==> config.mk <==
export PLATFORM = sky130hd
export DESIGN_NAME = sync_bus_chip_select
export DESIGN_NICKNAME = d
export VERILOG_FILES = /design/src/rtl/sync_bus_pkg.sv /design/src/rtl/sync_bus_chip_select.sv
export VERILOG_INCLUDE_DIRS = /design/src /design/src/rtl
export SDC_FILE = /design/constraint.sdc
export NUM_CORES = 1
export LEC_CHECK = 0
export ABC_CLOCK_PERIOD_IN_PS = 4650
export BUFFER_PORTS_ARGS = -buffer_cell sky130_fd_sc_hd__buf_2
export CELL_PAD_IN_SITES_DETAIL_PLACEMENT = 1
export CELL_PAD_IN_SITES_GLOBAL_PLACEMENT = 1
export CORE_AREA = 2 2 236 238
export CTS_CLUSTER_SIZE = 25
export DETAILED_ROUTE_END_ITERATION = 6
export DIE_AREA = 0 0 238 240
export PLACE_DENSITY = 0.7
export REMOVE_ABC_BUFFERS = 1
export SLEW_MARGIN = 20
export SYNTH_ARGS = -nofsm -noshare
export SYNTH_HDL_FRONTEND = slang
export SYNTH_SLANG_ARGS = --single-unit
==> constraint.sdc <==
create_clock -name clk_sys -period 4.65 [get_ports clk_sys]
set_input_delay 0.465 -clock clk_sys [delete_from_list [all_inputs] [get_ports clk_sys]]
set_output_delay 0.465 -clock clk_sys [all_outputs]
set_load 0.005 [all_outputs]
==> src/rtl/sync_bus_regs.svh <==
// named constants for the synchronous bus master with chip selects
// assumes it is included by its bare name from package and module files
`ifndef SYNC_BUS_REGS_SVH
`define SYNC_BUS_REGS_SVH
`define NUM_CS 8
`define DIV_W 8
`define WAIT_W 4
// transfer width codes on the bus
`define WIDTH_32 2'h0
`define WIDTH_8 2'h1
`define WIDTH_16 2'h2
`define WIDTH_LINE 2'h3
// chip selects two to seven: upper address byte matches the shared base
`define IO_BASE_HI 31
`define IO_BASE_LO 24
`define IO_BLOCK_HI 23
`define IO_BLOCK_LO 21
`define IO_FIRST_CS 2
// burst geometry
`define LAST_BEAT 2'h3
`define BEAT_STEP 32'h4
`define LINE_SHIFT 32
// reset values
`define RST_DIV 8'h00
`define RST_WAIT 4'h0
`define RST_WORD 32'h0000_0000
`define RST_LINE 128'h0
`define RST_CS 3'h0
`define RST_BEATS 2'h0
`define LANES_NONE 4'hF
`endif
==> src/rtl/sync_bus_pkg.sv <==
// types for the synchronous bus master with chip selects
// assumes sync_bus_regs.svh is on the include path
`include "sync_bus_regs.svh"
package sync_bus_pkg;
  typedef enum logic [1:0] {ST_IDLE, ST_START, ST_DATA,
                            ST_RECOVER} bus_state_t;
  typedef logic [1:0] width_code_t;
  typedef struct packed {
    bus_state_t st;
    logic [`DIV_W-1:0] div_cnt;
    logic bclk;
    logic boot;
    logic [31:0] addr;
    logic [127:0] line;
    logic write;
    width_code_t width;
    logic [1:0] kind;
    logic burst;
    logic more;
    logic [1:0] beats;
    logic [2:0] cs;
    logic [`WAIT_W-1:0] waits;
    logic ext;
    logic [31:0] rdata;
    logic rsp_valid;
    logic rsp_error;
    logic rsp_last;
  } bus_regs_t;
endpackage

==> src/rtl/sync_bus_chip_select.sv <==
// synchronous 32-bit bus master with an eight-way chip-select unit
// assumes one clock clk_sys, inputs synchronous to it, the data bus wire
// resolved outside from bus_data_oe
`timescale 1ns/10ps
`default_nettype none
`include "sync_bus_regs.svh"
module sync_bus_chip_select (
  input wire logic clk_sys,
  input wire logic rst_n,
  // user request side
  input wire logic req_valid,
  output logic req_ready,
  input wire logic [31:0] req_addr,
  input wire logic req_write,
  input wire sync_bus_pkg::width_code_t req_width,
  input wire logic [1:0] req_kind,
  input wire logic req_line,
  input wire logic [31:0] req_wdata,
  input wire logic [127:0] req_line_wdata,
  output logic rsp_valid,
  output logic rsp_error,
  output logic rsp_last,
  output logic [31:0] rsp_rdata,
  // configuration
  input wire logic [`DIV_W-1:0] clk_div,
  input wire logic [`NUM_CS-1:0] cs_valid,
  input wire logic [31:0] cs0_base,
  input wire logic [31:0] cs0_mask,
  input wire logic [31:0] cs1_base,
  input wire logic [31:0] cs1_mask,
  input wire logic [7:0] io_base,
  input wire logic [2*`NUM_CS-1:0] cs_port_width,
  input wire logic [`WAIT_W*`NUM_CS-1:0] cs_wait_states,
  input wire logic [`NUM_CS-1:0] cs_ext_ack,
  input wire logic [`NUM_CS-1:0] cs_burst_en,
  input wire logic [`NUM_CS-1:0] cs_write_protect,
  input wire logic [4*`NUM_CS-1:0] cs_space_en,
  // system bus
  output logic bus_reference_clock,
  output logic [31:0] bus_addr,
  input wire logic [31:0] bus_data_in,
  output logic [31:0] bus_data_out,
  output logic bus_data_oe,
  output logic transfer_start_n,
  output logic [1:0] transfer_width,
  output logic read_not_write,
  output logic [1:0] transfer_kind,
  output logic cycle_in_progress_n,
  input wire logic transfer_acknowledge_n,
  output logic [`NUM_CS-1:0] chip_select_n,
  output logic output_enable_n,
  output logic [3:0] byte_write_strobe_n
);
  import sync_bus_pkg::*;

  bus_regs_t s_q;
  bus_regs_t s_d;
  logic rise;
  logic [`NUM_CS-1:0] hit;
  logic any_hit;
  logic [2:0] hit_idx;
  logic refuse;
  logic use_burst;
  logic done;
  logic active;

  // the select index is three bits and the reset constants fix the widths
  if (`NUM_CS > 8 || `NUM_CS <= `IO_FIRST_CS) begin : g_bad_cs
    $error("chip select count out of range");
  end
  if (`WAIT_W != 4 || `DIV_W != 8) begin : g_bad_width
    $error("wait or divisor width out of range");
  end

  // byte lanes, lane 3 is the most significant byte of the data bus
  function automatic logic [3:0] lanes(input width_code_t w,
                                       input logic [1:0] a);
    logic [3:0] m;
    m = 4'hF;
    case (w)
      `WIDTH_8: m = 4'h8 >> a;
      `WIDTH_16: m = a[1] ? 4'h3 : 4'hC;
      default: m = 4'hF;
    endcase
    return m;
  endfunction

  // size rank, so a transfer wider than the port can be spotted
  function automatic logic [1:0] rank(input width_code_t w);
    logic [1:0] r;
    r = 2'h2;
    case (w)
      `WIDTH_8: r = 2'h0;
      `WIDTH_16: r = 2'h1;
      default: r = 2'h2;
    endcase
    return r;
  endfunction

  // one decoder per chip select
  genvar g;
  generate
    for (g = 0; g < `NUM_CS; g++) begin : g_cs
      if (g == 0) begin : g_boot
        // boot memory reachable before software touches anything
        assign hit[g] = s_q.boot | (cs_valid[g] &
          (((req_addr ^ cs0_base) & cs0_mask) == 32'h0));
      end else if (g == 1) begin : g_free
        assign hit[g] = cs_valid[g] &
          (((req_addr ^ cs1_base) & cs1_mask) == 32'h0);
      end else begin : g_io
        assign hit[g] = cs_valid[g] &
          (req_addr[`IO_BASE_HI:`IO_BASE_LO] == io_base) &
          (req_addr[`IO_BLOCK_HI:`IO_BLOCK_LO] ==
           3'(g - `IO_FIRST_CS));
      end
    end
  endgenerate

  // lowest numbered select wins when windows overlap
  // overlap is not reported, so software must keep windows apart
  always_comb begin
    hit_idx = `RST_CS;
    for (int i = `NUM_CS - 1; i >= 0; i--) begin
      if (hit[i]) begin
        hit_idx = 3'(i);
      end
    end
  end

  assign any_hit = |hit;
  // bursts are run only on request and where the select allows them
  assign use_burst = req_line & cs_burst_en[hit_idx];
  // unmapped address, wrong space, write protect or too narrow a port
  assign refuse = ~any_hit |
    ~cs_space_en[{hit_idx, 2'h0} + 5'(req_kind)] |
    (req_write & cs_write_protect[hit_idx]) |
    (rank(req_line ? `WIDTH_32 : req_width) >
     rank(cs_port_width[{hit_idx, 1'b0} +: 2]));

  // rising edge of the bus clock, the only moment the bus advances
  assign rise = (s_q.div_cnt == clk_div) & ~s_q.bclk;
  // ready only on a rise tick, so a request is taken in step with the bus
  assign req_ready = rise & (s_q.st == ST_IDLE);
  // data phase ends on external ack or when the wait count runs out
  assign done = s_q.ext ? ~transfer_acknowledge_n
                        : (s_q.waits == `RST_WAIT);

  always_comb begin
    s_d = s_q;
    s_d.rsp_valid = 1'b0;
    s_d.rsp_error = 1'b0;
    s_d.rsp_last = 1'b0;
    // square wave, half period of clk_div+1 core cycles
    if (s_q.div_cnt == clk_div) begin
      s_d.div_cnt = `RST_DIV;
      s_d.bclk = ~s_q.bclk;
    end else begin
      s_d.div_cnt = s_q.div_cnt + `DIV_W'(1);
    end
    // boot decode ends once chip select zero is configured
    if (cs_valid[0]) begin
      s_d.boot = 1'b0;
    end
    if (rise) begin
      case (s_q.st)
        ST_IDLE: begin
          if (req_valid) begin
            if (refuse) begin
              // refused at once, no bus cycle is run
              s_d.rsp_valid = 1'b1;
              s_d.rsp_error = 1'b1;
              s_d.rsp_last = 1'b1;
            end else begin
              s_d.st = ST_START;
              s_d.addr = req_addr;
              s_d.write = req_write;
              s_d.kind = req_kind;
              s_d.cs = hit_idx;
              s_d.burst = use_burst;
              s_d.more = req_line;
              s_d.beats = req_line ? `LAST_BEAT : `RST_BEATS;
              s_d.line = req_line ? req_line_wdata
                                  : {96'h0, req_wdata};
              // a disallowed burst becomes four 32-bit singles
              s_d.width = use_burst ? `WIDTH_LINE :
                          (req_line ? `WIDTH_32 : req_width);
              s_d.ext = cs_ext_ack[hit_idx];
            end
          end
        end
        ST_START: begin
          // start strobe lasts exactly one bus clock
          s_d.st = ST_DATA;
          s_d.waits = cs_wait_states[s_q.cs*`WAIT_W +: `WAIT_W];
        end
        ST_DATA: begin
          if (!done) begin
            s_d.waits = s_q.waits - `WAIT_W'(1);
          end else begin
            s_d.rdata = bus_data_in;
            s_d.rsp_valid = 1'b1;
            s_d.rsp_last = (s_q.beats == `RST_BEATS);
            if (s_q.beats != `RST_BEATS) begin
              s_d.beats = s_q.beats - 2'h1;
              s_d.addr = s_q.addr + `BEAT_STEP;
              s_d.line = s_q.line >> `LINE_SHIFT;
              s_d.waits = cs_wait_states[s_q.cs*`WAIT_W +: `WAIT_W];
              // burst beats follow back to back, singles restart
              s_d.st = s_q.burst ? ST_DATA : ST_RECOVER;
            end else begin
              s_d.more = 1'b0;
              s_d.st = ST_RECOVER;
            end
          end
        end
        ST_RECOVER: begin
          // wait for the acknowledge to go back high before any new start
          // internal wait mode waits too, a stale acknowledge must not count
          if (transfer_acknowledge_n) begin
            s_d.st = s_q.more ? ST_START : ST_IDLE;
          end
        end
        default: s_d.st = ST_IDLE;
      endcase
    end
  end

  // the whole state, reset to constants
  always_ff @(posedge clk_sys or negedge rst_n) begin
    if (!rst_n) begin
      s_q.st <= ST_IDLE;
      s_q.div_cnt <= `RST_DIV;
      s_q.bclk <= 1'b0;
      s_q.boot <= 1'b1;
      s_q.addr <= `RST_WORD;
      s_q.line <= `RST_LINE;
      s_q.write <= 1'b0;
      s_q.width <= `WIDTH_32;
      s_q.kind <= 2'h0;
      s_q.burst <= 1'b0;
      s_q.more <= 1'b0;
      s_q.beats <= `RST_BEATS;
      s_q.cs <= `RST_CS;
      s_q.waits <= `RST_WAIT;
      s_q.ext <= 1'b0;
      s_q.rdata <= `RST_WORD;
      s_q.rsp_valid <= 1'b0;
      s_q.rsp_error <= 1'b0;
      s_q.rsp_last <= 1'b0;
    end else begin
      s_q <= s_d;
    end
  end

  // bus pins decode straight from registered state
  assign active = (s_q.st == ST_START) | (s_q.st == ST_DATA);
  assign bus_reference_clock = s_q.bclk;
  assign bus_addr = s_q.addr;
  assign bus_data_out = s_q.line[31:0];
  assign bus_data_oe = active & s_q.write;
  assign transfer_start_n = ~(s_q.st == ST_START);
  assign transfer_width = s_q.width;
  assign read_not_write = ~s_q.write;
  assign transfer_kind = s_q.kind;
  // held low through all four beats of a burst
  assign cycle_in_progress_n = ~active;
  assign chip_select_n = active ? ~(`NUM_CS'(1) << s_q.cs)
                                : {`NUM_CS{1'b1}};
  assign output_enable_n = ~(active & ~s_q.write);
  // write strobes only in the data phase so data has settled
  assign byte_write_strobe_n = (s_q.st == ST_DATA && s_q.write) ?
    ~lanes(s_q.width, s_q.addr[1:0]) : `LANES_NONE;
  assign rsp_valid = s_q.rsp_valid;
  assign rsp_error = s_q.rsp_error;
  assign rsp_last = s_q.rsp_last;
  assign rsp_rdata = s_q.rdata;
endmodule
`default_nettype wire

; ---- Yosys cells after proc, flatten, opt, wreduce, memory -nomap -nowiden
; Cells that the tools add are included.
[totals]
word_cells = 167
input_bits = 490
out_inout_bits = 122
register_bits = 224
[classes]
reduce_logical = 17
n_bitwise = 40
n_shift = 4
n_addsub = 5
mux = 56
n_eq_ne = 23
order_cmp = 3
[op_table]
columns = cell, n
row1 = 2-to-1 mux 172 bit, 2
row2 = 2-to-1 mux 160 bit, 2
row3 = case mux 160 bit (2 select lines), 1
row4 = 2-to-1 mux 128 bit, 1
row5 = bitwise AND 32 bit, 2
row6 = logical NOT 32 bit, 2
row7 = bitwise XOR 32 bit, 2
row8 = 2-to-1 mux 3 bit, 12
row9 = 2-to-1 mux 33 bit, 1
row10 = "adder 32 x 3 -> 32 bit, second input constant", 1
row11 = indexed part select 32 x 6 -> 4 bit, 1
row12 = bitwise AND 1 bit, 20
row13 = equality test 8 bit, 2
row14 = 2-to-1 mux 2 bit, 8
row15 = 2-to-1 mux 4 bit, 4
row16 = 2-to-1 mux 8 bit, 2
row17 = case mux 4 bit (2 select lines), 2
row18 = indexed part select 16 x 5 -> 2 bit, 1
row19 = "inequality test 2 bit, second input constant", 6
row20 = AND reduction 6 bit, 2
row21 = 2-to-1 mux 1 bit, 11
row22 = "equality test 2 bit, second input constant", 5
row23 = binary-select mux 1 bit (select 3 bit), 3
row24 = inverter 1 bit, 9
row25 = other kinds (31), 46

; ---- Longest topological paths before layout
; Gate-level depths: netlist (run 1).
[depth]
depth_word = 22
mapped_depth = 26
mapped_depth_nobuf = 21

; ---- Worst setup path before layout (run 1)
; OpenSTA, ideal clock, no wires.
[synth_path]
kind = input-to-reg
start = in req_addr[22]
end = reg s_q[123] (netlist name)
setup_ps = 123
arrival_ps = 4776
required_ps = 4527
cell_stages = 25
path_buffers = 5
slack_ps = -248
cell_sequence = buf_2 -> xor2_1 -> a22oi_1 -> nand4_1 -> nor3_1 -> a21oi_1 -> nand4_1 -> buf_1 -> mux2_2 -> o211ai_1 -> o21ai_0 -> ha_1 -> inv_1 -> ha_1 -> nor2b_1 -> o21ai_0 -> nand4_1 -> nand3_1 -> a31oi_2 -> nand2b_1 -> buf_4 -> buf_6 -> buf_6 -> a221oi_2 -> nor2_1
[synth_between]
elab_chain_cells = 19
elab_cells_between_ends = 48
classes_between = add/sub (1) / order compare (1) / eq/ne (8) / shift (1) / mux (13) / bitwise (19) / reduce/logical (5)
[synth_rtl]
columns = element, line
row1 = "start, declared", sync_bus_chip_select.sv:13  ; input wire logic [31:0] req_addr,
row2 = equality test 3 bit, sync_bus_chip_select.sv:114  ; (req_addr[`IO_BLOCK_HI:`IO_BLOCK_LO] ==
row3 = bitwise AND 1 bit, sync_bus_chip_select.sv:112  ; assign hit[g] = cs_valid[g] &
row4 = 2-to-1 mux 3 bit (8 in series), sync_bus_chip_select.sv:125  ; if (hit[i]) begin
row5 = adder 5 x 2 -> 5 bit, sync_bus_chip_select.sv:136  ; ~cs_space_en[{hit_idx, 2'h0} + 5'(req_kind)] |
row6 = binary-select mux 1 bit (select 5 bit), sync_bus_chip_select.sv:136
row7 = 2-to-1 mux 1 bit (not written as such), sync_bus_chip_select.sv:136
row8 = inverter 1 bit, sync_bus_chip_select.sv:136
row9 = OR 1 bit, sync_bus_chip_select.sv:135  ; assign refuse = ~any_hit |
row10 = OR 1 bit, sync_bus_chip_select.sv:136
row11 = OR 1 bit *, sync_bus_chip_select.sv:135
row12 = inequality test 2 bit (no source line) *, n/a
row13 = AND reduction 6 bit (no source line) *, n/a
row14 = "end, declared", sync_bus_chip_select.sv:56  ; bus_regs_t s_q;
; Every way passes the cells marked *; elsewhere a longest branch is shown, timed or not. The select of a mux whose other input is x is not followed.
; A chain may end at the register's enable or synchronous reset.

; ---- Worst setup path after layout (run 1)
[layout_path]
start = in req_addr[15]
end = reg s_q[114] (netlist name)
[layout_between]
elab_chain_cells = 15
elab_cells_between_ends = 30
classes_between = add/sub (1) / order compare (1) / eq/ne (3) / shift (1) / mux (7) / bitwise (13) / reduce/logical (4)
[layout_rtl]
columns = element, line
row1 = bitwise XOR 32 bit (on tied branches), "sync_bus_chip_select.sv:110, sync_bus_chip_select.sv:107"
row2 = bitwise AND 32 bit (on tied branches), "sync_bus_chip_select.sv:110, sync_bus_chip_select.sv:107"
row3 = logical NOT 32 bit (on tied branches), "sync_bus_chip_select.sv:110, sync_bus_chip_select.sv:107"
row4 = bitwise AND 1 bit (on tied branches), "sync_bus_chip_select.sv:109, sync_bus_chip_select.sv:106"
row5 = 2-to-1 mux 3 bit or OR 1 bit (tied branches), "sync_bus_chip_select.sv:125, sync_bus_chip_select.sv:106"
row6 = 2-to-1 mux 3 bit, sync_bus_chip_select.sv:125
row7 = adder 5 x 2 -> 5 bit, sync_bus_chip_select.sv:136
row8 = binary-select mux 1 bit (select 5 bit), sync_bus_chip_select.sv:136
row9 = 2-to-1 mux 1 bit (not written as such), sync_bus_chip_select.sv:136
row10 = inverter 1 bit, sync_bus_chip_select.sv:136
row11 = OR 1 bit, sync_bus_chip_select.sv:135
row12 = OR 1 bit, sync_bus_chip_select.sv:136
row13 = OR 1 bit *, sync_bus_chip_select.sv:135
row14 = inequality test 2 bit (no source line) *, n/a
row15 = AND reduction 6 bit (no source line) *, n/a
; Marks and branches as above.

==> results of run 1 <==
-- cell families (layout without fill, tap and decap cells) --
group                      Yosys count  in the layout  share of synthesized area [%]
and+or+nand+nor                    478            478                          15.27
AOI/OAI and AO/OA                  345            345                          18.54
buffers and inverters              234            886                          9.495
DFF                                224            224                          39.73
muxes                              117            117                          10.25
xor gates and xnor gates            87             87                          5.399
adders and majority gates           15             15                          1.330
other                                0              8                              0
-- synthesized netlist by cell type, types with 3 or more instances --
cell type	count
nand4_1	21
nor2b_1	10
a22o_1	4
a221oi_2	20
a21oi_1	65
xor2_1	70
and3_1	16
buf_4	102
clkbuf_1	48
nor3b_1	3
nand2_1	94
xnor2_1	17
and2_1	3
mux2_2	50
ha_1	15
a211oi_1	4
a21boi_0	3
or3_1	3
a32o_1	33
nor4_1	10
a32oi_1	3
o22ai_1	8
a41o_1	3
nand3_1	41
o21ai_0	68
nor3_1	49
mux2i_1	50
buf_2	33
a221oi_1	47
a31oi_1	8
buf_6	5
inv_1	39
buf_1	7
nand2b_1	5
o221a_2	10
dfrtp_1	223
a22oi_1	43
o21ai_1	3
nor2_1	209
mux4_2	17
-- how the worst max path moves through the flow --
stage	from	to	slack [ns]	depth (start not counted)
detailed placement	req_addr[27]	s_q[123]$_DFFE_PN0P_	-0.77	24
floorplan	cs1_base[30]	s_q[44]$_DFFE_PN0P_	-6.67	20
global route	req_addr[17]	s_q[114]$_DFFE_PN0P_	-0.01	26
CTS	req_addr[27]	s_q[93]$_DFFE_PN0P_	0.003	24
global placement	req_addr[16]	s_q[91]$_DFFE_PN0P_	-0.73	25
finish	req_addr[15]	s_q[114]$_DFFE_PN0P_	0.21	27
-- flip-flops by register name, indices dropped and copies added, names as in the netlist --
signal,count
bus_addr,32
bus_data_out,32
bus_reference_clock,1
rsp_error,1
rsp_last,1
rsp_rdata,32
rsp_valid,1
s_q,120
transfer_kind,2
transfer_width,2
-- cell type report --
| cell class | instances | area, um2 | area share (%) |
|---|---|---|---|
| flip-flops and latches | 224 | 5607 | 28.42 |
| clock inverters | 14 | 131.4 | 0.6660 |
| diodes | 8 | 20.02 | 0.1015 |
| clock buffers | 36 | 792.0 | 4.015 |
| well taps | 704 | 880.8 | 4.465 |
| multi-input cells | 1042 | 7373 | 37.38 |
| inverters | 39 | 146.4 | 0.7421 |
| repair buffers | 797 | 4776 | 24.21 |
-- power groups by stage --
stage	Sequential, mW	Clock (mW)	Combinational (mW)
final	2.55	2.21	1.63
after global placement	2.56	0	1.57
after CTS	2.55	2.29	1.64
after global routing	2.60	2.36	1.81
after detailed placement	2.58	0	1.62
after floorplan	2.53	0	0.744
-- timing repair --
item | in CTS | in global routing
pin swaps | 2 | 20
resized for setup | 13 | 37
setup endpoints to repair | 107 | 172
setup buffers | 1 | 7
gates cloned | 0 | 5
hold endpoints to repair | 32 | 0
hold buffers | 1 | 0
-- per-layer routing --
| layer | part of all wire [%] | GRT usage [%] |
|---|---|---|
| met5 | 0.089 | 0 |
| met4 | 4.6 | 10.30 |
| met3 | 5.7 | 4.202 |
| met2 | 52 | 41.85 |
| met1 | 38 | 24.86 |
-- metrics by stage --
step,hold slack [ns],area [um2],setup TNS [ns],worst slack [ns]
final,0.1442,19730,0,0.2087
after CTS,0.1049,19420,0,0.003022
after global placement,0.4599,18420,-103.77,-0.7276
after floorplan,0.1694,12920,-943.67,-6.670
after detailed placement,0.4730,18420,-106.14,-0.7665
after global routing,0.1104,19720,-0.08426,-0.01470
==> flow_summary_export.csv, run 1 <==
group,metric,value,unit
sta,fin_crit,4.441,ns
drt,vias_per_cell,5.078,
grt,grt_overflow_total,0,
cells_and_area,utilization,36.09,%
critical_path,critPathMaxFanout,8,
sta,tightest_slew,1.017,ns
clocking,cts.sinks,224,
critical_path,critPathLaunchType,"input pin",
critical_path,cp.required,5.13,ns
critical_path,arrival,4.92,ns
power_and_ir_drop,switchingPower,1.996,mW
grt,antenna_found_initial,14,
power_and_ir_drop,leakage,9.842,nW
critical_path,critPathSlowestCell,"mux2_2",
logic_synthesis,async_reset_ff_share,100.0,%
logic_synthesis,ys_types,69,
cells_and_area,drive_gt1_share,45.49,%
logic_synthesis,synth_edf_count,0,
sta,setup_viol,0,
critical_path,end_kind,"register",
sta,finalClockSkew,0.01209,ns
cells_and_area,final_cell_mix,"608 x buf_2, 223 x dfrtp_1, 208 x nor2_1, 160 x buf_4, 94 x nand2_1",
place,placed_cells,2793,
critical_path,r2r-end,"s_q[114]$_DFFE_PN0P_",
cells_and_area,final_cell_count_no_fill,2864,
logic_synthesis,synthCells,1500,
clocking,clock_latency,0.56,ns
cells_and_area,final_common_cell,"buf_2",
drt,wire_per_inst,23.54,um
power_and_ir_drop,pwr-share-seq,39.9,%
critical_path,critical_path.max_stage_delay,0.35,ns
clocking,cts.clk_slew.worst_paths,0.06,ns
drt,drtIter0Drc,634,
drt,finalWirelength,67.41,mm
power_and_ir_drop,clockPowerShare,34.6,%
power_and_ir_drop,p_per_area,324.2,nW/um2
floorplan,die_w,238,um
sta,hold_violations,0,
drt,final_antenna_net_count,0,
grt,grt_use_total,22.54,%
floorplan,die-area,57120,um2
min_path,whs_endpoint,"rsp_rdata[20]$_DFFE_PN0P_",
sta,clock.fmax,225.2,MHz
power_and_ir_drop,p_sw_share,31.21,%
logic_synthesis,synthFlopType,"dfrtp_1",
grt,grt_pass1_vias,15580,
drt,route.vias.total,14540,
floorplan,die_h,240,um
grt,grt_pass1_wl,97.45,mm
floorplan,coreArea,54660,um2
logic_synthesis,synth.top_cells.by_area,"dfrtp_1 40%, nor2_1 5.6%, buf_4 5.4%",
logic_synthesis,synth_area_per_cell,9.409,um2
floorplan,initial_utilization,25.82,%
power_and_ir_drop,comb_power_share,25.5,%
sta,max_slew_margin,32.17,%
cells_and_area,fill_cells,6510,
place,place.gp.congestion,0.9005,
sta,grt_setup_unrepaired,"yes",
logic_synthesis,ys_warn_count,0,
status,status,"completed",
critical_path,path_class,"input pin to register",
clocking,cts_buffers,28,
cells_and_area,syn_to_final_growth,39.77,%
drt,drcViolationCount,0,
sta,drv_slew,0,
logic_synthesis,synth.ff_latch_count,224,
logic_synthesis,synth.top_cell.area_share,39.54,%
logic_synthesis,ys_seq_area_share,39.73,%
run,max_cap_viol_count,0,
critical_path,cp_top_family,"simple AND/OR/NAND/NOR gates",
min_path,hp-class,"input pin to register",
min_path,hp-start,"bus_data_in[20]",
clocking,clock-root-buffer,"clkbuf_16",
clocking,clockBufferDepth,3,
power_and_ir_drop,power.total,6.395,mW
critical_path,reg2reg_depth,21,
floorplan,num_rows,86,
sta,post-route-period-util,95.51,%
power_and_ir_drop,p_int,4.399,mW
critical_path,cpMostUsedCell,"buf_4",
floorplan,ioPinCount,612,
clocking,cts_tree,"done",
place,dp.final_hpwl,53.96,mm
clocking,ctsHtreeMaxLevel,1,
grt,grt_max_degree,105,
place,io_buffers,611,
power_and_ir_drop,ir_worst_vdd,0.2401,mV
cells_and_area,nNetsFinal,2637,
logic_synthesis,synth_top_cell_by_area,"dfrtp_1",
min_path,worstHoldPathCells,2,
critical_path,rrSetupSlack,0.65,ns
drt,drt_pass1_iterations,5,
critical_path,cp.buffers_inverters,7,
critical_path,r2r_start,"s_q[212]$_DFFE_PN1P_",
logic_synthesis,syn_area,14110,um2
No activity file was read; power rests on OpenSTA's default activity.
==> inputs of run 2 (changes only) <==
--- a/config.mk
+++ b/config.mk
@@ -7,14 +7,14 @@
 export NUM_CORES = 1
 export LEC_CHECK = 0
 export ABC_CLOCK_PERIOD_IN_PS = 4650
-export BUFFER_PORTS_ARGS = -buffer_cell sky130_fd_sc_hd__buf_2
 export CELL_PAD_IN_SITES_DETAIL_PLACEMENT = 1
 export CELL_PAD_IN_SITES_GLOBAL_PLACEMENT = 1
 export CORE_AREA = 2 2 236 238
 export CTS_CLUSTER_SIZE = 25
 export DETAILED_ROUTE_END_ITERATION = 6
 export DIE_AREA = 0 0 238 240
-export PLACE_DENSITY = 0.7
+export DONT_BUFFER_PORTS = 1
+export PLACE_DENSITY = 0.57
 export REMOVE_ABC_BUFFERS = 1
 export SLEW_MARGIN = 20
 export SYNTH_ARGS = -nofsm -noshare
==> flow_summary_export.csv, run 2 (synthesis results as in run 1) <==
group,metric,value,unit
status,status,"complete, but fails checks",
status,violations,"hold timing",
place,dp.final_hpwl,48.68,mm
power_and_ir_drop,p_int,4.089,mW
cells_and_area,drive_gt1_share,19.85,%
clocking,clock-root-buffer,"clkbuf_16",
place,place.gp.congestion,0.8288,
critical_path,r2r_start,"s_q[212]$_DFFE_PN1P_",
critical_path,arrival,4.92,ns
sta,clock.fmax,223.8,MHz
critical_path,reg2reg_depth,24,
floorplan,die-area,57120,um2
power_and_ir_drop,switchingPower,1.751,mW
drt,vias_per_cell,5.441,
grt,grt_max_degree,225,
clocking,clock_latency,0.57,ns
cells_and_area,top_register,"s_q",
floorplan,die_h,240,um
cells_and_area,final_cell_count_no_fill,2199,
drt,drcViolationCount,0,
clocking,ctsHtreeMaxLevel,1,
drt,drtIter0Drc,536,
cells_and_area,fill_cells,6205,
power_and_ir_drop,p_sw_share,29.98,%
cells_and_area,final_cell_mix,"223 x dfrtp_1, 209 x nor2_1, 109 x buf_4, 94 x nand2_1, 70 x xor2_1",
min_path,hp-class,"input pin to asynchronous set/reset pin",
power_and_ir_drop,p_per_area,363.1,nW/um2
place,placed_cells,2131,
power_and_ir_drop,power.total,5.840,mW
drt,wire_per_inst,28.86,um
sta,hold_violations,223,
power_and_ir_drop,ir_worst_vdd,0.2940,mV
drt,drt_pass1_iterations,5,
grt,grt_pass1_wl,88.50,mm
critical_path,cp.buffers_inverters,8,
sta,post-route-period-util,96.09,%
clocking,cts_tree,"done",
power_and_ir_drop,clockPowerShare,37.7,%
grt,grt_use_total,21.12,%
power_and_ir_drop,pwr-share-seq,44.6,%
sta,drv_slew,0,
critical_path,cp.required,5.10,ns
floorplan,num_rows,86,
critical_path,worstSetupStartpoint,"req_addr[2]",
cells_and_area,nNetsFinal,1970,
sta,max_slew_margin,40.90,%
grt,antenna_found_initial,12,
clocking,hold_buffers,2,
clocking,cts.clk_slew.worst_paths,0.06,ns
grt,grt_pass1_vias,12940,
place,dp_slack,-0.7072,ns
cells_and_area,utilization,29.42,%
critical_path,cp_top_family,"compound AO/OA/AOI/OAI gates",
drt,final_antenna_net_count,0,
critical_path,critical_path.max_stage_delay,0.39,ns
floorplan,die_w,238,um
sta,layout_setup_ws,0.1817,ns
clocking,clockBufferDepth,3,
sta,whs,-0.4013,ns
sta,setup_viol,0,
critical_path,path_class,"input pin to register",
cells_and_area,final_common_cell,"dfrtp_1",
clocking,cts.sinks,224,
run,max_cap_viol_count,0,
critical_path,end_kind,"register",
critical_path,critPathMaxFanout,8,
cells_and_area,syn_to_final_growth,13.96,%
sta,fin_crit,4.468,ns
sta,finalClockSkew,0.01528,ns
cells_and_area,largest_reg_flops,120,
floorplan,initial_utilization,25.82,%
sta,tightest_slew,0.8865,ns
critical_path,rrSetupSlack,0.58,ns
critical_path,critPathLaunchType,"input pin",
critical_path,cpMostUsedCell,"buf_4",
clocking,cts_buffers,28,
drt,finalWirelength,63.46,mm
power_and_ir_drop,comb_power_share,17.7,%
critical_path,critPathSlowestCell,"a22oi_2",
cells_and_area,fin_area,16080,um2
critical_path,r2r-end,"bus_addr[11]$_DFFE_PN0P_",
grt,grt_overflow_total,0,
drt,route.vias.total,11960,
sta,tns,0,ns
floorplan,ioPinCount,612,
floorplan,coreArea,54660,um2
place,post_dp_cell_area,14990,um2
power_and_ir_drop,leakage,7.009,nW
place,io_buffers,0,
run 2: cell count changes in the layout (fill, tap and decap cells not counted), sizes merged:
cell / previous run / this run
bufinv: 2 / 1
clkbuf: 40 / 43
clkinvlp: 3 / 1
clkinv: 9 / 8
buf: 792 / 126
diode: 8 / 9
dlygate4sd3: 1 / 2
run 2: power by group through the flow:
stage | sequential, mW | clock (mW) | combinational [mW]
6_report | 2.60 | 2.20 | 1.03
5_1_grt | 2.65 | 2.36 | 1.16
4_1_cts | 2.61 | 2.29 | 1.03
3_5_place_dp | 2.64 | 0 | 1.02
3_3_place_gp | 2.63 | 0 | 0.985
2_1_floorplan | 2.53 | 0 | 0.744
run 2: worst max-delay path by stage:
stage                                    end  depth (start not counted)
floorplan                s_q[44]$_DFFE_PN0P_                         20
global placement    bus_addr[13]$_DFFE_PN0P_                         23
detailed placement       s_q[96]$_DFFE_PN0P_                         24
CTS                     s_q[103]$_DFFE_PN0P_                         24
global route            s_q[103]$_DFFE_PN0P_                         29
finish              bus_addr[11]$_DFFE_PN0P_                         27
run 2: cell type report:
class	instances	area, um2	area share [%]
Inverter	39	146.4	0.9101
Clock buffer	41	830.8	5.165
Timing Repair Buffer	130	1229	7.639
Sequential cell	224	5607	34.86
Tap cell	704	880.8	5.476
Multi-Input combinational cell	1042	7291	45.33
Antenna cell	9	22.52	0.1400
Clock inverter	10	77.57	0.4823
run 2: repair_timing:
action	4_1_cts	5_1_grt
buffers inserted	0	4
setup endpoints to repair	139	174
hold endpoints to repair	226	224
pin swaps	0	5
resized for setup	1	13
gates cloned	0	2
run 2: metal layers:
metal	vias up	share of wire [%]	global-route usage (%)
li1	5289	-	-
met1	6038	36	22.06
met2	499	51	38.18
met3	132	8.3	6.808
met4	6	5.0	10.45
met5	-	0.058	0
